===== src/twr_pkg.sv =====
// Purpose: Shared constants and types for the two-wire register port
// Assumes: 8-bit registers, 26 locations, open-drain data line
// Notes:   Field positions refer to the two mode registers
package twr_pkg;

  // ----------------------------------------
  // Register space
  // ----------------------------------------
  localparam int          NUM_REGS        = 26;
  localparam int          REG_W           = 8;
  localparam int          TGT_W           = 6;
  localparam logic [7:0]  VIDEO_CFG_A_OFS = 8'h00;
  localparam logic [7:0]  VIDEO_CFG_B_OFS = 8'h01;
  localparam logic [7:0]  REG_RST         = 8'h00;

  // ----------------------------------------
  // Field positions, video_config_a
  // ----------------------------------------
  localparam int TV_STD_LSB   = 0;
  localparam int TV_STD_W     = 2;
  localparam int LUMA_LSB     = 2;
  localparam int CHROMA_LSB   = 5;
  localparam int FILT_W       = 3;

  // ----------------------------------------
  // Field positions, video_config_b
  // ----------------------------------------
  localparam int INTERLACE_BIT = 0;
  localparam int CAPTION_LSB   = 1;
  localparam int CAPTION_W     = 2;
  localparam int PD_LO_BIT     = 3;
  localparam int RESV_ONE_BIT  = 4;
  localparam int PD_HI_LSB     = 5;
  localparam int PD_HI_W       = 2;
  localparam int COLOR_BAR_BIT = 7;

  // ----------------------------------------
  // Serial framing
  // ----------------------------------------
  localparam logic [3:0] BITS_PER_BYTE = 4'h8;
  localparam logic       DIR_READ      = 1'b1;
  localparam logic [6:0] SLAVE_ADDR_HI = 7'h2a;  // Arbitrary neutral value

  typedef enum logic [3:0] {
    ST_IDLE, ST_ADDR, ST_ADDR_ACK, ST_PTR, ST_PTR_ACK,
    ST_WR, ST_WR_ACK, ST_RD, ST_RD_ACK, ST_RD_NEXT
  } twr_state_t;

endpackage


===== src/twr_sync.sv =====
// Purpose: Two-stage synchroniser for pin inputs
// Assumes: Inputs asynchronous to core_clk_i
// Notes:   Only the second stage leaves the module
`timescale 1ns/1ps
`default_nettype none
module twr_sync #(
  parameter int W = 2
) (
  input  wire logic         core_clk_i,  // Core clock
  input  wire logic         srst_i,      // Sync reset, active high
  input  wire logic [W-1:0] async_i,     // Raw pin levels
  output logic      [W-1:0] sync_o       // Synchronised levels
);
  typedef struct packed {
    logic [W-1:0] ff1;
    logic [W-1:0] ff2;
  } twr_sync_t;

  twr_sync_t s_r;
  twr_sync_t s_nxt;

  if (W < 1) begin : g_chk
    $error("twr_sync: W must be at least 1");
  end

  always_comb begin
    s_nxt     = s_r;
    s_nxt.ff1 = async_i;
    s_nxt.ff2 = s_r.ff1;
  end

  // Idle bus level is high
  always_ff @(posedge core_clk_i) begin
    if (srst_i) begin
      s_r <= '1;
    end else begin
      s_r <= s_nxt;
    end
  end

  assign sync_o = s_r.ff2;
endmodule // twr_sync
`default_nettype wire


===== src/twr_regfile.sv =====
// Purpose: Register storage for the two-wire register port
// Assumes: One write port, one combinational read port
// Notes:   Mode register bits leave straight from storage
`timescale 1ns/1ps
`default_nettype none
module twr_regfile
  import twr_pkg::*;
#(
  parameter int N = NUM_REGS
) (
  input  wire logic       core_clk_i,  // Core clock
  input  wire logic       srst_i,      // Sync reset, active high
  input  wire logic       wr_en_i,     // Write strobe
  input  wire logic [7:0] wr_addr_i,   // Write location
  input  wire logic [7:0] wr_data_i,   // Write data
  input  wire logic [7:0] rd_addr_i,   // Read location
  output logic      [7:0] rd_data_o,   // Read data
  output logic      [7:0] cfg_a_o,     // video_config_a contents
  output logic      [7:0] cfg_b_o      // video_config_b contents
);
  typedef struct packed {
    logic [N-1:0][REG_W-1:0] mem;
  } twr_rf_t;

  twr_rf_t s_r;
  twr_rf_t s_nxt;

  if (N < 2 || N > 64) begin : g_chk
    $error("twr_regfile: N must lie in 2..64");
  end

  for (genvar i = 0; i < N; i++) begin : g_wr
    always_comb begin
      s_nxt.mem[i] = s_r.mem[i];
      if (wr_en_i && wr_addr_i == 8'(i)) begin
        s_nxt.mem[i] = wr_data_i;
      end
    end
  end

  always_ff @(posedge core_clk_i) begin
    if (srst_i) begin
      s_r <= {N{REG_RST}};
    end else begin
      s_r <= s_nxt;
    end
  end

  always_comb begin
    rd_data_o = REG_RST;
    for (int i = 0; i < N; i++) begin
      if (rd_addr_i == 8'(i)) begin
        rd_data_o = s_r.mem[i];
      end
    end
  end

  assign cfg_a_o = s_r.mem[VIDEO_CFG_A_OFS[5:0]];
  assign cfg_b_o = s_r.mem[VIDEO_CFG_B_OFS[5:0]];
endmodule // twr_regfile
`default_nettype wire


===== src/twr_port.sv =====
// Purpose: Two-wire serial slave giving a host access to mode registers
// Assumes: Serial clock is far slower than core_clk_i
// Notes:   Data line is open drain; pin levels pass two flip-flops
`timescale 1ns/1ps
`default_nettype none
module twr_port
  import twr_pkg::*;
#(
  parameter logic [6:0] SLAVE_ADDR = SLAVE_ADDR_HI,  // Arbitrary value
  parameter int         REGS       = NUM_REGS
) (
  input  wire logic       core_clk_i,                // Core clock
  input  wire logic       srst_i,                    // Sync reset
  input  wire logic       serial_clock_line_i,       // Bus clock pin
  input  wire logic       serial_data_line_i,        // Bus data pin in
  output logic            serial_data_line_o,        // Bus data out
  output logic            serial_data_line_oe_n_o,   // Low drives
  input  wire logic       address_select_pin_i,      // Address select
  output logic [1:0]      tv_standard_o,             // Output standard
  output logic [2:0]      luma_filter_o,             // Luma filter
  output logic [2:0]      chroma_filter_o,           // Chroma filter
  output logic            interlace_select_o,        // Interlace mode
  output logic [1:0]      caption_field_select_o,    // Caption fields
  output logic [1:0]      converter_powerdown_hi_o,  // Converter off
  output logic            converter_powerdown_lo_o,  // Converter off
  output logic            reserved_one_bit_o,        // Reserved bit
  output logic            color_bar_enable_o,        // Color bars on
  output logic            master_timing_force_o,     // Master timing
  output logic            bus_busy_o,                // Between start/stop
  output logic            selected_o                 // Addressed by host
);

  // ----------------------------------------
  // Parameter checks
  // ----------------------------------------
  if (REGS < 2 || REGS > 64) begin : g_chk
    $error("twr_port: REGS must lie in 2..64");
  end

  // ----------------------------------------
  // Decode helpers
  // ----------------------------------------
  function automatic logic loc_valid(input logic [7:0] loc);
    return loc < 8'(REGS);
  endfunction

  function automatic logic [7:0] loc_sat(input logic [7:0] loc);
    return loc_valid(loc) ? loc : 8'(REGS - 1);
  endfunction

  // ----------------------------------------
  // State
  // ----------------------------------------
  typedef struct packed {
    twr_state_t st;
    logic [3:0] cnt;
    logic [7:0] shf;
    logic [7:0] ptr;
    logic       rd;
    logic       scl_q;
    logic       sda_q;
    logic       oe_n;
    logic       sd_o;
    logic       busy;
    logic       sel;
    logic       asel;
    logic       wr_en;
    logic [7:0] wr_addr;
    logic [7:0] wr_data;
  } twr_port_t;

  // ----------------------------------------
  // Registered state and internal nets
  // ----------------------------------------
  twr_port_t  s_r;
  twr_port_t  s_nxt;
  logic [2:0] pins_s;
  logic       scl_s;
  logic       sda_s;
  logic       asel_s;
  logic [7:0] rd_data;
  logic [7:0] cfg_a;
  logic [7:0] cfg_b;
  logic       scl_rise;
  logic       scl_fall;
  logic       start_det;
  logic       stop_det;
  logic [6:0] my_addr;

  // ----------------------------------------
  // Pin synchronisers
  // ----------------------------------------
  twr_sync #(
    .W (3)
  ) u_sync (
    .core_clk_i (core_clk_i),
    .srst_i     (srst_i),
    .async_i    ({address_select_pin_i, serial_clock_line_i,
                  serial_data_line_i}),
    .sync_o     (pins_s)
  );

  // ----------------------------------------
  // Synchronised pin views
  // ----------------------------------------
  // Only second stage levels are used here
  assign sda_s  = pins_s[0];
  assign scl_s  = pins_s[1];
  assign asel_s = pins_s[2];

  // ----------------------------------------
  // Register storage
  // ----------------------------------------
  twr_regfile #(
    .N (REGS)
  ) u_regs (
    .core_clk_i (core_clk_i),
    .srst_i     (srst_i),
    .wr_en_i    (s_r.wr_en),
    .wr_addr_i  (s_r.wr_addr),
    .wr_data_i  (s_r.wr_data),
    .rd_addr_i  (loc_sat(s_r.ptr)),
    .rd_data_o  (rd_data),
    .cfg_a_o    (cfg_a),
    .cfg_b_o    (cfg_b)
  );

  // ----------------------------------------
  // Bus condition detection
  // ----------------------------------------
  // Conditions only count while clock stays high
  assign scl_rise  = scl_s & ~s_r.scl_q;
  assign scl_fall  = ~scl_s & s_r.scl_q;
  assign start_det = scl_s & s_r.scl_q & s_r.sda_q & ~sda_s;
  assign stop_det  = scl_s & s_r.scl_q & ~s_r.sda_q & sda_s;
  assign my_addr   = {SLAVE_ADDR[6:1], s_r.asel};

  // ----------------------------------------
  // Transfer sequencer
  // ----------------------------------------
  always_comb begin
    s_nxt       = s_r;
    s_nxt.scl_q = scl_s;
    s_nxt.sda_q = sda_s;
    s_nxt.asel  = asel_s;
    s_nxt.wr_en = 1'b0;
    s_nxt.sd_o  = 1'b0;
    // Bus conditions override byte progress
    if (start_det) begin
      // Repeated start also lands here
      s_nxt.st   = ST_ADDR;
      s_nxt.cnt  = 4'h0;
      s_nxt.oe_n = 1'b1;
      s_nxt.busy = 1'b1;
      s_nxt.sel  = 1'b0;
    end else if (stop_det) begin
      s_nxt.st   = ST_IDLE;
      s_nxt.oe_n = 1'b1;
      s_nxt.busy = 1'b0;
      s_nxt.sel  = 1'b0;
    end else begin
      case (s_r.st)
        // Wait for start, line released
        ST_IDLE: begin
          s_nxt.oe_n = 1'b1;
          s_nxt.sel  = 1'b0;
        end

        // Shift one byte, act on eighth fall
        ST_ADDR, ST_PTR, ST_WR: begin
          if (scl_rise) begin
            s_nxt.shf = {s_r.shf[6:0], sda_s};
            s_nxt.cnt = s_r.cnt + 4'h1;
          end else if (scl_fall && s_r.cnt == BITS_PER_BYTE) begin
            s_nxt.cnt = 4'h0;
            if (s_r.st == ST_ADDR) begin
              if (s_r.shf[7:1] == my_addr) begin
                s_nxt.oe_n = 1'b0;
                s_nxt.rd   = (s_r.shf[0] == DIR_READ);
                s_nxt.sel  = 1'b1;
                s_nxt.st   = ST_ADDR_ACK;
              end else begin
                s_nxt.st   = ST_IDLE;
              end
            end else if (s_r.st == ST_PTR) begin
              if (loc_valid(s_r.shf)) begin
                s_nxt.ptr  = s_r.shf;
                s_nxt.oe_n = 1'b0;
                s_nxt.st   = ST_PTR_ACK;
              end else begin
                s_nxt.st   = ST_IDLE;
              end
            end else begin
              if (loc_valid(s_r.ptr)) begin
                s_nxt.wr_en   = 1'b1;
                s_nxt.wr_addr = s_r.ptr;
                s_nxt.wr_data = s_r.shf;
                s_nxt.ptr     = s_r.ptr + 8'h01;
                s_nxt.oe_n    = 1'b0;
                s_nxt.st      = ST_WR_ACK;
              end else begin
                s_nxt.st      = ST_IDLE;
              end
            end
          end
        end

        // Hold ack through ninth clock
        ST_ADDR_ACK: begin
          if (scl_fall) begin
            if (s_r.rd) begin
              s_nxt.shf  = rd_data;
              s_nxt.oe_n = rd_data[7];
              s_nxt.st   = ST_RD;
            end else begin
              s_nxt.oe_n = 1'b1;
              s_nxt.st   = ST_PTR;
            end
          end
        end

        // Release after ack, next byte follows
        ST_PTR_ACK, ST_WR_ACK: begin
          if (scl_fall) begin
            s_nxt.oe_n = 1'b1;
            s_nxt.st   = ST_WR;
          end
        end

        // Send byte, one bit per clock fall
        ST_RD: begin
          if (scl_rise) begin
            s_nxt.cnt = s_r.cnt + 4'h1;
          end else if (scl_fall) begin
            if (s_r.cnt == BITS_PER_BYTE) begin
              s_nxt.cnt  = 4'h0;
              s_nxt.oe_n = 1'b1;
              s_nxt.st   = ST_RD_ACK;
            end else begin
              // Released line reads as one
              s_nxt.shf  = {s_r.shf[6:0], 1'b0};
              s_nxt.oe_n = s_r.shf[6];
            end
          end
        end
        ST_RD_ACK: begin
          if (scl_rise) begin
            if (sda_s) begin
              s_nxt.st  = ST_IDLE;
            end else begin
              s_nxt.ptr = loc_sat(s_r.ptr + 8'h01);
              s_nxt.st  = ST_RD_NEXT;
            end
          end
        end

        // Load next byte on following fall
        ST_RD_NEXT: begin
          if (scl_fall) begin
            s_nxt.shf  = rd_data;
            s_nxt.oe_n = rd_data[7];
            s_nxt.st   = ST_RD;
          end
        end

        // Unknown state recovers to idle
        default: begin
          s_nxt.st   = ST_IDLE;
          s_nxt.oe_n = 1'b1;
        end
      endcase
    end
  end

  // ----------------------------------------
  // State register
  // ----------------------------------------
  // Line history resets to idle high, no false edge
  always_ff @(posedge core_clk_i) begin
    if (srst_i) begin
      s_r       <= '0;
      s_r.st    <= ST_IDLE;
      s_r.oe_n  <= 1'b1;
      s_r.scl_q <= 1'b1;
      s_r.sda_q <= 1'b1;
    end else begin
      s_r <= s_nxt;
    end
  end

  // ----------------------------------------
  // Outputs
  // ----------------------------------------
  assign serial_data_line_o      = s_r.sd_o;
  assign serial_data_line_oe_n_o = s_r.oe_n;
  assign bus_busy_o              = s_r.busy;
  assign selected_o              = s_r.sel;

  // ----------------------------------------
  // Mode register fields
  // ----------------------------------------
  assign tv_standard_o            = cfg_a[TV_STD_LSB +: TV_STD_W];
  assign luma_filter_o            = cfg_a[LUMA_LSB +: FILT_W];
  assign chroma_filter_o          = cfg_a[CHROMA_LSB +: FILT_W];
  assign interlace_select_o       = cfg_b[INTERLACE_BIT];
  assign caption_field_select_o   = cfg_b[CAPTION_LSB +: CAPTION_W];
  assign converter_powerdown_hi_o = cfg_b[PD_HI_LSB +: PD_HI_W];
  assign converter_powerdown_lo_o = cfg_b[PD_LO_BIT];
  assign reserved_one_bit_o       = cfg_b[RESV_ONE_BIT];
  assign color_bar_enable_o       = cfg_b[COLOR_BAR_BIT];
  assign master_timing_force_o    = cfg_b[COLOR_BAR_BIT];

endmodule // twr_port
`default_nettype wire


===== config.mk =====
export PLATFORM = sky130hd
export DESIGN_NAME = twr_port
export DESIGN_NICKNAME = d
export VERILOG_FILES = /design/src/twr_pkg.sv /design/src/twr_sync.sv /design/src/twr_regfile.sv /design/src/twr_port.sv
export SDC_FILE = /design/constraint.sdc
export NUM_CORES = 1
export LEC_CHECK = 0
export ABC_CLOCK_PERIOD_IN_PS = 3720
export BUFFER_PORTS_ARGS = -buffer_cell sky130_fd_sc_hd__buf_4
export CORE_AREA = 2 2 157 159
export DETAILED_ROUTE_END_ITERATION = 16
export DIE_AREA = 0 0 159 161
export GPL_TIMING_DRIVEN = 0
export HOLD_SLACK_MARGIN = 0.03
export PLACE_DENSITY = 0.82
export SLEW_MARGIN = 20
export SYNTH_ARGS = -nofsm -noshare
export SYNTH_HDL_FRONTEND = slang
export SYNTH_SLANG_ARGS = --single-unit

===== constraint.sdc =====
create_clock -name core_clk_i -period 3.72 [get_ports core_clk_i]
set_input_delay 0.186 -clock core_clk_i [delete_from_list [all_inputs] [get_ports core_clk_i]]
set_output_delay 0.186 -clock core_clk_i [all_outputs]
set_load 0.02 [all_outputs]

==> results.tsv <==
metric	value	unit
wl_per_cell	23.97	µm
post-synth-top-count-cell	dfxtp_1	
clockBufferDepth	3	
die-area	0.02560	mm²
syn_nets	1577	
synthSimpleGateAreaFrac	24.01	%
ys_async_sr_fraction	0	%
slew_violations	0	
io_pins	26	
cp_top_family	compound AO/OA/AOI/OAI gates	
drt_iter0_drc	1910	
grt_max_degree	15	
yosysWarningCount	0	
setup_viol	0	
slew_headroom	24.93	%
synth_fa_ha_area_share	0.5814	%
layout-drive-gt1-share	8.759	%
setup_tns	0	ns
synth_top_area_share	40.62	%
synth_area_leader_cell	dfxtp_1	
start_kind	flip-flop	
criticalPathCategory	flip-flop to flip-flop	
hold_viol_final	0	
p_total	0.006291	W
post_cts.repair.setup_buffers	0	
antenna_left	0	
fin_crit	3.596	ns
cts_buffers	28	
synth_seq_cells	262	
end_kind	flip-flop	
synthTopCellsByCount	262 x dfxtp_1, 226 x nor2_1, 162 x mux2i_1	
tritoncts	yes	
p_per_area	434.1	mW/mm²
reg2reg_depth	8	
fp.dieW	159	µm
finalClockSkew	0.01344	ns
r2r_slack	0.12	ns
routabilityCongestion	1.033	
tightest_slew	1.118	ns
stdcell_area	0.01449	mm²
critPathLaunch	s_r[25]	
worstPathRequired	4.14	ns
status	completed	
grt_use_total	35.82	%
yosys_most_used_dff	dfxtp_1	
antenna_found_initial	2	
dr.pass1.iters	6	
hold_ws	0.1745	ns
yosys.cell_types.count	79	
synthTopCellsByArea	dfxtp_1 41%, mux2i_1 13%, nor2_1 6.6%, a21oi_1 5.2%, nand2_1 4.6%	
synth-xor-area-share	0.2713	%
cts.sink_count	262	
area_delta_synth_final	12.24	%
synth-edff-count	0	
timing.rr.end	s_r[36]	
path_buf_inv	3	
seq_area	0.005245	mm²
initial_core_util	53.88	%
ys_seq_area_share	40.62	%
syn_area	0.01291	mm²
crit_cells	8	
drc	0	
hp-class	input port to flip-flop	
placedInstanceArea	0.01349	mm²
dp.cells	1913	
grt_pass1_vias	12030	
rows	57	
cts-root-buf	clkbuf_16	
synth-compound-area-share	16.27	%
die_height	161	µm
layoutNonFillerInstCount	1969	
critical_path.reg2reg.startpoint	s_r[25]	
place_hpwl	34.47	mm
synth_cells	1566	
via_per_inst	6.467	
crit_chain	buf_2 -> buf_1 -> clkbuf_1 -> a21o_1 -> o2111ai_1 -> a2111oi_1 -> o21a_1 -> nor3_1	
arrival	4.01	ns
clk_pin_slew_worst_paths	0.06	ns
synth_top_family_by_area	simple AND/OR/NAND/NOR gates	
cap_violations	0	
multi_input_area	0.006994	mm²
n_fill_cell	2167	
coreArea	0.02396	mm²
max-vdd-ir-drop	0.0003020	V
vias	12730	
slowest_delay	0.91	ns
synthMuxAreaShare	12.99	%
overflow	0	
critPathCapture	s_r[36]	
htree_num_levels	1	
port_buffers	23	
grt_setup_unrepaired	no	
fin_crit_sh	96.67	%
cp_slowest_cell	a2111oi_1	
fin_nets	1633	
leakagePower	5.101	nW
avgSynthCellArea	8.245	µm²
worstPathMaxFanout	11	
fmax	278.1	MHz
clk_latency	0.55	ns
drt-total-wl	47.19	mm
grt_pass1_wl	70.94	mm
[sequential cells by signal (all words and copies together), names as in the netlist, 3 cells and up]
| signal | flops |
|---|---|
| u_regs.cfg_a_o | 8 |
| u_regs.s_r | 192 |
| u_sync.sync_o | 3 |
| u_regs.cfg_b_o | 8 |
| u_sync.s_nxt | 3 |
| s_r | 44 |
[per-layer routing]
layer | global-route usage (%) | up-vias | share of wire (%)
li1 | - | 5682 | -
met1 | 47.51 | 6013 | 39
met2 | 54.17 | 835 | 42
met3 | 6.908 | 199 | 11
met4 | 22.15 | 4 | 7.2
met5 | 0 | - | 0.059
[final cells by class]
type                            instances  area share, %
Sequential cell                       262          36.19
Clock inverter                         17          1.312
Clock buffer                           35          5.370
Antenna cell                            1        0.01727
Tap cell                              324          2.797
Multi-Input combinational cell       1153          48.26
Timing Repair Buffer                   26          1.399
Inverter                               13         0.3367
Buffer                                138          4.317
[cells by family after synthesis]
family | count (synthesis)
compound gates | 326
xor+xnor | 4
fa+ha+maj | 6
buf+inv | 151
flops | 262
mux | 166
other cells | 1
simple gates | 650
[how the worst min path moves through the flow]
stage / to / cells after the start / slack [ns] / start
floorplan: u_sync.s_nxt[0] / 1 / 0.29 / serial_data_line_i
global placement: u_sync.s_nxt[0] / 2 / 0.37 / serial_data_line_i
detailed placement: u_sync.s_nxt[2] / 2 / 0.37 / address_select_pin_i
CTS: s_r[34] / 3 / 0.17 / srst_i
global route: s_r[13] / 2 / 0.23 / srst_i
finish: s_r[34] / 3 / 0.17 / srst_i
[through the flow]
stage,utilization [%],worst slack (ns)
detailed placement,56.30,0.2451
CTS,60.47,0.2388
finish,60.48,0.1237
floorplan,-,1.470
global placement,56.30,0.04254
global route,60.47,0.01896
[report_power, final]
part / leakage [nW] / total, W / internal (W) / switching [W]
clock network: 0.470 / 0.00295 / 0.00170 / 0.00125
registers: 2.11 / 0.00289 / 0.00284 / 0.0000485
logic: 2.52 / 0.000454 / 0.000147 / 0.000307
total: 5.10 / 0.00629 / 0.00469 / 0.00160
[layout by cell type (no fill, tap or decap), drive strengths merged, types with 4 or more instances in the layout]
master   synthesis  final
o31ai            7      7
a221oi          14     14
o2111ai          5      5
nor4            14     14
nor2           238    238
a211oi          12     12
o211ai          11     11
nor3            35     35
buf             48     71
and3            14     14
a31oi           11     11
nor2b           19     19
o21a             5      5
a222oi           4      4
ha               6      6
nor3b            9      9
a2111oi          5      5
clkbuf          90    125
nand2          157    157
nor4b            5      5
inv             13     14
nand2b          15     15
a22oi           16     16
nand4           11     11
a221o            7      7
dfxtp          262    262
nand3           88     88
or2             11     11
a311oi           4      4
or4b             4      4
or3              8      8
o21ai           42     42
clkinv           0     10
and2             7      7
a21oi          135    135
o221ai           8      8
mux2i          162    162
o22ai            9      9
[repair_timing]
item / in CTS / in global routing
hold buffers: 3 / 0
hold endpoints to repair: 3 / 0
resized for setup: 0 / 0
[worst min-delay path, stage by stage]
cell and delay (ns):
clkbuf_1 0.20, nor2_1 0.19, or3_1 0.12
Power figures use the tool's default switching activity.
